## config.mk

```make
export PLATFORM = sky130hd
export DESIGN_NAME = ddc_link_tx
export DESIGN_NICKNAME = d
export VERILOG_FILES = /design/src/hdl/ddc_decim.v /design/src/hdl/ddc_link_tx.v /design/src/hdl/sample_fifo.v
export VERILOG_INCLUDE_DIRS = /design/src /design/src/shared
export SDC_FILE = /design/constraint.sdc
export NUM_CORES = 1
export LEC_CHECK = 0
export ABC_AREA = 1
export BUFFER_PORTS_ARGS = -buffer_cell sky130_fd_sc_hd__buf_2
export CORE_ASPECT_RATIO = 2
export CORE_UTILIZATION = 55
export CTS_CLUSTER_SIZE = 14
export DETAILED_ROUTE_END_ITERATION = 10
export GPL_TIMING_DRIVEN = 0
export PLACE_DENSITY = 0.81
export RECOVER_POWER = 25
export SKIP_CTS_REPAIR_TIMING = 1
export SLEW_MARGIN = 10
export SYNTH_ARGS = -nofsm -noshare
export SYNTH_HDL_FRONTEND = slang
export SYNTH_HIERARCHICAL = 1
export SYNTH_SLANG_ARGS = --single-unit
```

## constraint.sdc

```tcl
create_clock -name clk_sys -period 3.8 [get_ports clk_sys]
set_input_delay 0.19 -clock clk_sys [delete_from_list [all_inputs] [get_ports clk_sys]]
set_output_delay 0.19 -clock clk_sys [all_outputs]
set_load 0.1 [all_outputs]
```

## src/shared/ddc_link_map.vh

```
// ============================================================
// Overview of operation
// - Bypass mode: no decimation, real samples out
// - Decimate by 4/8/16/32 with complex output
// - Boost set: chain gain 6.02 dB in decimating modes, 0 dB in bypass
// - Boost clear: chain gain 0 dB
// - Up to 16 serialized output lanes
// - Lanes use 8B/10B or 64B/66B coding
// - Low sync request starts code group sync in 8B/10B
// - 64B/66B aligns on sync headers, not sync
// - 64B/66B sync input only syncs oscillators
// - One device clock runs logic and serializers
// - Sysref resets multiframe or multiblock counter
// - No command channel in 64B/66B blocks
// - Optional forward error correction in 64B/66B
// - No CRC3 field in 64B/66B mode
// - Physical sync pin input in 8B/10B
// - Subclass 1 transmitter only
// - Lane alignment within one link only
// - No multipoint reference alignment
// - Sync timing suits both standard revisions
// - 15-bit I/Q word plus overrange flag LSB
// - Sync request answered by comma stream in 8B/10B
`ifndef DDC_LINK_MAP_VH
`define DDC_LINK_MAP_VH
// ============================================================
// Output mode select codes
`define MODE_BYPASS   3'h0
`define MODE_DEC4     3'h1
`define MODE_DEC8     3'h2
`define MODE_DEC16    3'h3
`define MODE_DEC32    3'h4
// ============================================================
// Link geometry and coding
`define LANES         16
`define SAMPLE_W      16
`define DATA_W        15
`define OCTET_W       8
`define COMMA_K285    8'hBC
`define ILAS_FILL     8'h1C
`define ILAS_START    8'h1C
`define ILAS_END      8'h7C
`define HDR_DATA      2'h1
`define HDR_CTRL      2'h2
// Multiframe length in frames and frames per block
`define MF_LEN        8'h20
`define MB_LEN        8'h20
`define ILAS_MF       3'h4
// Gain of 6.02 dB is a left shift of one
`define BOOST_SHIFT   1
`define FIFO_DEPTH    4
`endif
```

## src/hdl/ddc_decim.v

```verilog
`include "ddc_link_map.vh"
// ============================================================
// Decimator: averages groups of samples, applies boost, formats words
module ddc_decim (
  // Clock and reset
  input  wire        clk_sys,
  input  wire        srst,
  // Settings
  input  wire [2:0]  output_mode_select,
  input  wire        gain_boost,
  // Input samples, signed 15 bit I and Q
  input  wire        smp_valid,
  input  wire [14:0] smp_i,
  input  wire [14:0] smp_q,
  input  wire        overrange_flag_first,
  input  wire        overrange_flag_second,
  // Formatted output
  output reg         word_valid,
  output reg  [31:0] word_data
);
  reg  [19:0] acc_i_q;   // I accumulator
  reg  [19:0] acc_q_q;   // Q accumulator
  reg  [5:0]  cnt_q;     // Samples in group
  reg         ovr0_q;    // Sticky flags in group
  reg         ovr1_q;
  reg  [5:0]  factor;
  reg  [2:0]  shamt;
  wire [19:0] sum_i;
  wire [19:0] sum_q;
  wire        last;

  // Saturating boost and pack of one 15-bit value
  function [14:0] scale;
    input [19:0] v;
    input [2:0]  sh;
    input        boost;
    reg   [19:0] a;
    begin
      a = $signed(v) >>> sh;
      if (boost)
        a = a <<< `BOOST_SHIFT;
      // Clip rather than wrap
      if ($signed(a) > 20'sd16383)
        scale = 15'h3FFF;
      else if ($signed(a) < -20'sd16384)
        scale = 15'h4000;
      else
        scale = a[14:0];
    end
  endfunction

  // ============================================================
  // Factor from the mode select
  always @* begin
    case (output_mode_select)
      `MODE_DEC4:  begin factor = 6'd4;  shamt = 3'd2; end
      `MODE_DEC8:  begin factor = 6'd8;  shamt = 3'd3; end
      `MODE_DEC16: begin factor = 6'd16; shamt = 3'd4; end
      `MODE_DEC32: begin factor = 6'd32; shamt = 3'd5; end
      default:     begin factor = 6'd1;  shamt = 3'd0; end
    endcase
  end

  assign sum_i = acc_i_q + {{5{smp_i[14]}}, smp_i};
  assign sum_q = acc_q_q + {{5{smp_q[14]}}, smp_q};
  assign last  = (cnt_q == factor - 6'd1);

  // ============================================================
  // Accumulate and emit; unity gain when boost clear
  always @(posedge clk_sys) begin
    if (srst) begin
      acc_i_q    <= 20'h00000;
      acc_q_q    <= 20'h00000;
      cnt_q      <= 6'h00;
      ovr0_q     <= 1'b0;
      ovr1_q     <= 1'b0;
      word_valid <= 1'b0;
      word_data  <= 32'h00000000;
    end else begin
      word_valid <= 1'b0;
      if (smp_valid) begin
        if (last) begin
          word_valid <= 1'b1;
          if (output_mode_select == `MODE_BYPASS) begin
            // Real output: I path only, Q word zero
            word_data <= {scale(sum_i, 3'd0, 1'b0),
                          ovr0_q | overrange_flag_first, 16'h0000};
          end else begin
            word_data <= {scale(sum_i, shamt, gain_boost), ovr0_q | overrange_flag_first,
                          scale(sum_q, shamt, gain_boost),
                          ovr1_q | overrange_flag_second};
          end
          acc_i_q <= 20'h00000;
          acc_q_q <= 20'h00000;
          cnt_q   <= 6'h00;
          ovr0_q  <= 1'b0;
          ovr1_q  <= 1'b0;
        end else begin
          acc_i_q <= sum_i;
          acc_q_q <= sum_q;
          cnt_q   <= cnt_q + 6'd1;
          ovr0_q  <= ovr0_q | overrange_flag_first;
          ovr1_q  <= ovr1_q | overrange_flag_second;
        end
      end
    end
  end
endmodule

```

## src/hdl/ddc_link_tx.v

```verilog
`include "ddc_link_map.vh"
// ============================================================
// Transmit link: decimator, FIFO, lane framing for both codings
module ddc_link_tx (
  // Device clock runs all logic and serializer feed
  input  wire         clk_sys,
  input  wire         srst,
  // Settings
  input  wire [2:0]   output_mode_select,
  input  wire         gain_boost,
  input  wire         coding_64b66b,
  input  wire         fec_enable,
  input  wire [4:0]   lanes_active,
  // Sample input
  input  wire         smp_valid,
  input  wire [14:0]  smp_i,
  input  wire [14:0]  smp_q,
  input  wire         overrange_flag_first,
  input  wire         overrange_flag_second,
  output wire         smp_ready,
  // Link side
  input  wire         sync_req_n,
  input  wire         sysref,
  // Lane output, one octet or block header each
  output reg  [127:0] lane_octets,
  output reg  [15:0]  lane_is_k,
  output reg  [1:0]   lane_header,
  output reg          header_slot,
  output reg  [15:0]  lane_enable,
  output reg          fec_active,
  output reg          nco_sync,
  output reg          mf_boundary,
  output wire [2:0]   link_state
);
  // ============================================================
  // Link states, one hot
  localparam ST_CGS  = 3'b001;
  localparam ST_ILAS = 3'b010;
  localparam ST_DATA = 3'b100;

  reg  [2:0]  state_q;    // Link state
  reg  [7:0]  mf_cnt_q;   // Multiframe or multiblock counter
  reg  [2:0]  ilas_q;     // ILAS multiframe count
  reg         sync_q;     // Previous sync level
  reg         sysref_q;   // Previous sysref level
  reg         sref_seen_q;
  reg         ilas_pend_q;
  wire        dec_valid;
  wire [31:0] dec_data;
  wire        f_valid;
  wire [31:0] f_data;
  wire        f_ready;
  wire        sysref_edge;
  wire        mf_end;
  wire        sync_rise;
  wire [1:0]  octet_sel;
  integer     n;

  assign link_state  = state_q;
  assign sysref_edge = sysref & ~sysref_q;
  assign mf_end      = (mf_cnt_q == `MF_LEN - 8'd1);
  assign sync_rise   = sync_req_n & ~sync_q;
  assign octet_sel   = mf_cnt_q[1:0];
  // Only drain samples while carrying data
  assign f_ready     = (state_q == ST_DATA) && (octet_sel == 2'd3);

  // Enable mask for the configured lane count
  function [15:0] lane_mask;
    input [4:0] cnt;
    integer k;
    begin
      lane_mask = 16'h0000;
      for (k = 0; k < `LANES; k = k + 1)
        if (k < cnt)
          lane_mask[k] = 1'b1;
    end
  endfunction

  // ============================================================
  // Decimator and FIFO
  ddc_decim u_decim (
    .clk_sys              (clk_sys),
    .srst                 (srst),
    .output_mode_select   (output_mode_select),
    .gain_boost           (gain_boost),
    .smp_valid            (smp_valid & smp_ready),
    .smp_i                (smp_i),
    .smp_q                (smp_q),
    .overrange_flag_first (overrange_flag_first),
    .overrange_flag_second(overrange_flag_second),
    .word_valid           (dec_valid),
    .word_data            (dec_data)
  );

  // Back-pressure stalls the sample source when full
  sample_fifo #(.WIDTH(32), .DEPTH(`FIFO_DEPTH), .AW(2)) u_fifo (
    .clk_sys  (clk_sys),
    .srst     (srst),
    .in_valid (dec_valid),
    .in_ready (smp_ready),
    .in_data  (dec_data),
    .out_valid(f_valid),
    .out_ready(f_ready),
    .out_data (f_data)
  );

  // ============================================================
  // Multiframe / multiblock counter; sysref alone realigns it, no multipoint reference
  always @(posedge clk_sys) begin
    if (srst) begin
      mf_cnt_q    <= 8'h00;
      sysref_q    <= 1'b0;
      sref_seen_q <= 1'b0;
    end else begin
      sysref_q <= sysref;
      if (sysref_edge) begin
        mf_cnt_q    <= 8'h00;
        sref_seen_q <= 1'b1;
      end else if (mf_end)
        mf_cnt_q <= 8'h00;
      else
        mf_cnt_q <= mf_cnt_q + 8'd1;
    end
  end

  // ============================================================
  // Link state machine
  always @(posedge clk_sys) begin
    if (srst) begin
      state_q     <= ST_CGS;
      ilas_q      <= 3'h0;
      sync_q      <= 1'b1;
      ilas_pend_q <= 1'b0;
      nco_sync    <= 1'b0;
    end else begin
      sync_q   <= sync_req_n;
      nco_sync <= 1'b0;
      if (coding_64b66b) begin
        // Sync pin only pulses oscillator sync here
        nco_sync    <= ~sync_req_n & sync_q;
        ilas_pend_q <= 1'b0;
        state_q     <= sref_seen_q ? ST_DATA : ST_CGS;
      end else begin
        // Level sampled each cycle: suits either timing revision
        if (!sync_req_n) begin
          state_q     <= ST_CGS;
          ilas_pend_q <= 1'b0;
        end else begin
          if (sync_rise)
            ilas_pend_q <= 1'b1;
          case (state_q)
            ST_CGS: begin
              // Start ILAS on next multiframe edge after release
              if ((ilas_pend_q | sync_rise) && mf_end) begin
                state_q     <= ST_ILAS;
                ilas_q      <= 3'h0;
                ilas_pend_q <= 1'b0;
              end
            end
            ST_ILAS: begin
              if (mf_end) begin
                if (ilas_q == `ILAS_MF - 3'd1)
                  state_q <= ST_DATA;
                ilas_q <= ilas_q + 3'd1;
              end
            end
            ST_DATA: state_q <= ST_DATA;
            default: state_q <= ST_CGS;
          endcase
        end
      end
    end
  end

  // ============================================================
  // Lane output registers
  always @(posedge clk_sys) begin
    if (srst) begin
      lane_octets <= 128'h0;
      lane_is_k   <= 16'h0000;
      lane_header <= 2'h0;
      header_slot <= 1'b0;
      lane_enable <= 16'h0000;
      fec_active  <= 1'b0;
      mf_boundary <= 1'b0;
    end else begin
      lane_enable <= lane_mask((lanes_active > 5'd16) ? 5'd16 : lanes_active);
      fec_active  <= coding_64b66b & fec_enable;
      mf_boundary <= mf_end;
      header_slot <= coding_64b66b && (octet_sel == 2'd0);
      // Data header always: no command channel, no CRC3 bits
      lane_header <= coding_64b66b ? `HDR_DATA : 2'h0;
      for (n = 0; n < `LANES; n = n + 1) begin
        if (!coding_64b66b && state_q == ST_CGS) begin
          lane_octets[n*8 +: 8] <= `COMMA_K285;
          lane_is_k[n]          <= 1'b1;
        end else if (!coding_64b66b && state_q == ST_ILAS) begin
          lane_octets[n*8 +: 8] <= (mf_cnt_q == 8'h00) ? `ILAS_START :
                                   mf_end ? `ILAS_END : mf_cnt_q;
          lane_is_k[n]          <= (mf_cnt_q == 8'h00) | mf_end;
        end else begin
          // Same word on every lane keeps lanes in one link aligned
          lane_octets[n*8 +: 8] <= (f_valid && state_q == ST_DATA) ?
                                   f_data[(3 - octet_sel)*8 +: 8] : 8'h00;
          lane_is_k[n]          <= 1'b0;
        end
      end
    end
  end
endmodule

```

## src/hdl/sample_fifo.v

```verilog
// ============================================================
// Small synchronous FIFO with valid/ready on both sides
module sample_fifo #(
  parameter WIDTH = 32,
  parameter DEPTH = 4,
  parameter AW    = 2
) (
  // Clock and reset
  input  wire             clk_sys,
  input  wire             srst,
  // Fill side
  input  wire             in_valid,
  output wire             in_ready,
  input  wire [WIDTH-1:0] in_data,
  // Drain side
  output wire             out_valid,
  input  wire             out_ready,
  output wire [WIDTH-1:0] out_data
);
  reg [WIDTH-1:0] mem_q [0:DEPTH-1]; // Storage words
  reg [AW-1:0]    wr_q;              // Write pointer
  reg [AW-1:0]    rd_q;              // Read pointer
  reg [AW:0]      cnt_q;             // Occupancy
  wire            push;
  wire            pop;

  assign in_ready  = (cnt_q != DEPTH[AW:0]);
  assign out_valid = (cnt_q != {(AW+1){1'b0}});
  assign push      = in_valid & in_ready;
  assign pop       = out_valid & out_ready;
  // Registered storage; read is direct from array
  assign out_data  = mem_q[rd_q];

  // ============================================================
  // Pointers and count
  always @(posedge clk_sys) begin
    if (srst) begin
      wr_q  <= {AW{1'b0}};
      rd_q  <= {AW{1'b0}};
      cnt_q <= {(AW+1){1'b0}};
    end else begin
      if (push) begin
        mem_q[wr_q] <= in_data;
        wr_q        <= wr_q + 1'b1;
      end
      if (pop)
        rd_q <= rd_q + 1'b1;
      // Simultaneous push and pop keep count
      if (push & ~pop)
        cnt_q <= cnt_q + 1'b1;
      else if (pop & ~push)
        cnt_q <= cnt_q - 1'b1;
    end
  end
endmodule

```

==> results.sh <==
export IMPL_status="complete, no violations"
export IMPL_seq_power_share_pct=37.9
export IMPL_ys_ff_latch=266
export IMPL_cts_tree="done"
export IMPL_dpl_cell_area_um2=17800
export IMPL_vias=15210
export IMPL_cts_inserted_buffers=25
export IMPL_wirelength_mm=49.0
export IMPL_drcViolationCount=0
export IMPL_reg2reg_to="u_decim/word_data[21]$_SDFFE_PP0P_"
export IMPL_use_met2_pct=63.5
export IMPL_die_y_um=244
export IMPL_grt_max_degree=27
export IMPL_drv_slew=0
export IMPL_power_frac_clock_pct=28.9
export IMPL_placed_cells=2729
export IMPL_overflow=0
export IMPL_clockRootBuffer="clkbuf_16"
export IMPL_drtPass1Iterations=5
export IMPL_clk_pin_slew_ns=0.06
export IMPL_layout_drive_gt1_share_pct=20.7
export IMPL_crit_path_end="u_decim/word_data[21]$_SDFFE_PP0P_"
export IMPL_rows=88
export IMPL_fp_dieW_um=123
export IMPL_yosysWarnings=6
export IMPL_wl_per_cell_um=17.6
export IMPL_insertion_delay_ns=0.55
export IMPL_fin_setup_tns_ns=0
export IMPL_grt_pass1_vias=15083
export IMPL_diodes=0
export IMPL_rr_worst_depth=20
export IMPL_final_util_pct=64.6
export IMPL_cts_sinks=266
export IMPL_swShare_pct=38.1
export IMPL_hpwlAfterDp_mm=39.2
export IMPL_ys_types=52
export IMPL_max_slew_margin_pct=40.5
export IMPL_comb_power_share_pct=33.2
export IMPL_first_iter_violations=790
export IMPL_fin_crit_ns=3.54
export IMPL_hold_path_class="input port to register"
export IMPL_p_int_w=0.00525
export IMPL_ant_nets=0
export IMPL_initial_utilization_pct=55.9
export IMPL_portBuffers=216
export IMPL_hold_slack_ns=0.00632
export IMPL_postSynthCellCount=2149
export IMPL_cellPowerDensity_nw_per_um2=455
export IMPL_finalCritPeriodShare_pct=93.1
export IMPL_synth_area_per_cell_um2=7.50
export IMPL_io_pins=218
export IMPL_p_sw_w=0.00323
export IMPL_cp_required_ns=4.23
export IMPL_syn_nets=2248
export IMPL_antenna_found_initial=0
export IMPL_final_cell_area_um2=18600
export IMPL_ys_seq_area_share_pct=41.0
export IMPL_synth_area_um2=16100
export IMPL_clk_path_buf_depth=3
export IMPL_globalRouteMet3Util_pct=3.99
export IMPL_coreArea_um2=28800
export IMPL_critPathArrivalTime_ns=3.97
export IMPL_irDropWorstVdd_mv=0.468
export IMPL_fin_nets=2504
export IMPL_busiest_layer="met2"
export IMPL_rsz0062_at_grt="no"
export IMPL_setup_viol=0
export IMPL_critPathLaunch="u_decim/acc_i_q[0]$_SDFFE_PP0P_"
export IMPL_die_area_um2=30000
export IMPL_synthToLayoutAreaGrowth_pct=15.6
export IMPL_final_cells=2784
export IMPL_crit_path_start_kind="register"
export IMPL_drv_cap=0
export IMPL_clock_fmax_mhz=283
export IMPL_p_leak_nw=8.71
export IMPL_tightestPinTransition_ns=0.893
export IMPL_grt_pass1_wl_mm=75.1
export IMPL_worstSetupPathType="register to register"
export IMPL_grt_total_usage_pct=32.9
export IMPL_place_congestion=0.997
export IMPL_met1_usage_pct=26.9
export IMPL_fin_skew_ns=0.0310
export IMPL_crit_fanout=10
export IMPL_final_hold_viol_count=0
export IMPL_htreeDepth=1
export IMPL_r2r_start="u_decim/acc_i_q[0]$_SDFFE_PP0P_"
export IMPL_rrSetupSlack_ns=0.26
export IMPL_end_kind="register"
export IMPL_viasPerCell=5.46
how the worst min path moves through the flow:
stage | from | endpoint | slack, ns | depth (start not counted)
finish | lanes_active[0] | lane_enable[12]$_SDFF_PP0_ | 0.006 | 5
global route | lanes_active[0] | lane_enable[10]$_SDFF_PP0_ | 0.006 | 3
CTS | sync_req_n | nco_sync$_SDFF_PP0_ | -0.17 | 2
detailed placement | sync_req_n | nco_sync$_SDFF_PP0_ | 0.40 | 2
global placement | sync_req_n | nco_sync$_SDFF_PP0_ | 0.39 | 2
floorplan | srst | register | 0.26 | 1
critical path, cell delays in order, from the launching register on:
cell     delay [ns]
dfxtp_1        0.34
ha_1           0.23
inv_1          0.11
fa_1           0.43
inv_1          0.12
nand3_1        0.08
nand3_1        0.13
nand2_1        0.07
nand2_1        0.13
nand2_1        0.12
nand2_1        0.09
nand2_1        0.07
nand2_1        0.15
nand2_1        0.12
o41ai_4        0.51
nand2_1        0.10
nand2_1        0.16
buf_2          0.24
a21oi_1        0.09
nand2_1        0.12
nand2_1        0.06
layer usage:
metal,vias up,wire [µm]
met1,6860,15000
met3,245,2390
li1,7502,-
met5,-,0
met2,603,26100
met4,0,5440
stage by stage:
step / setup WS (ns) / total power, W
2_1_floorplan: 1.07 / 0.00540
3_3_place_gp: 0.130 / 0.00602
3_5_place_dp: 0.197 / 0.00604
4_1_cts: 0.186 / 0.00848
5_1_grt: 0.0297 / 0.00889
6_report: 0.260 / 0.00849
power groups by stage:
stage          logic [W]  registers [W]  clock network (W)
6_report         0.00282        0.00322            0.00245
5_1_grt          0.00306        0.00324            0.00260
4_1_cts          0.00277        0.00322            0.00249
3_5_place_dp     0.00276        0.00328                  0
3_3_place_gp     0.00274        0.00327                  0
2_1_floorplan    0.00200        0.00340                  0
cell type report:
cell class              instances  area [µm²]
fillers                      2584       10200
multi-input cells            1490        7400
flip-flops and latches        266        6610
plain buffers                 215        1480
repair buffers                229        1250
inverters                     178         676
clock buffers                  37         671
well taps                     360         450
clock inverters                 9         108
sequential cells by signal, summed over array words and instances (netlist names), 6 cells and up, named ones only:
signal and flops:
u_fifo/mem_q 128, u_decim/word_data 32, u_decim/acc_i_q 20, u_decim/acc_q_q 20, lane_enable 16, lane_octets 8
mf_cnt_q 8, u_decim/cnt_q 6
kinds of logic (layout without fill, tap and decap cells):
logic type | after synthesis | after routing | synth area share, %
simple gates | 1094 | 1094 | 28.9
buf+inv | 393 | 668 | 13.3
compound gates | 310 | 310 | 10.7
flops | 266 | 266 | 41.0
fa+ha+maj | 51 | 51 | 4.10
xor+xnor | 31 | 31 | 1.68
mux | 3 | 3 | 0.186
other cells | 1 | 1 | 0.0233
cells in the mapped netlist, drive strengths merged:
cell,count,area (µm²)
dfxtp,138,2760
and2,2,12.5
nor3,13,65.1
o2111ai,1,8.76
o22ai,35,219
nand3,247,1240
clkinv,3,11.3
o21ai,135,683
conb,1,3.75
o21a,1,7.51
a21oi,106,542
o41ai,1,16.3
xor2,19,166
o311ai,1,8.76
nor4,4,25.0
ha,48,601
nand3b,6,48.8
a32oi,3,26.3
nand4,13,81.3
or2,12,75.1
nor3b,2,15.0
edfxtp,128,3840
fa,3,60.1
xnor2,12,105
mux2i,3,30.0
buf,191,1390
nor2,230,951
a21boi,2,30.0
o221ai,2,17.5
o211ai,7,52.6
clkbuf,24,90.1
o31ai,1,12.5
inv,175,664
nand2,565,2150
a22oi,8,60.1
o21bai,1,7.51
a31oi,6,37.5
layout by cell type (no fill, tap or decap), types with 12 or more instances in the layout:
master and instances:
clkbuf_16 25, nand4_1 13, xnor2_1 12, ha_1 48
clkbuf_1 38, dfxtp_1 138, xor2_1 19, nor2_4 12
nand3_1 246, o22ai_1 35, a21oi_1 105, buf_4 149
nand2_2 12, nand2_1 553, inv_1 161, inv_2 13
nor2_1 207, o21ai_0 99, o21ai_1 34, buf_2 235
edfxtp_1 128, nor3_1 13
(Power assumes the default switching activity.)
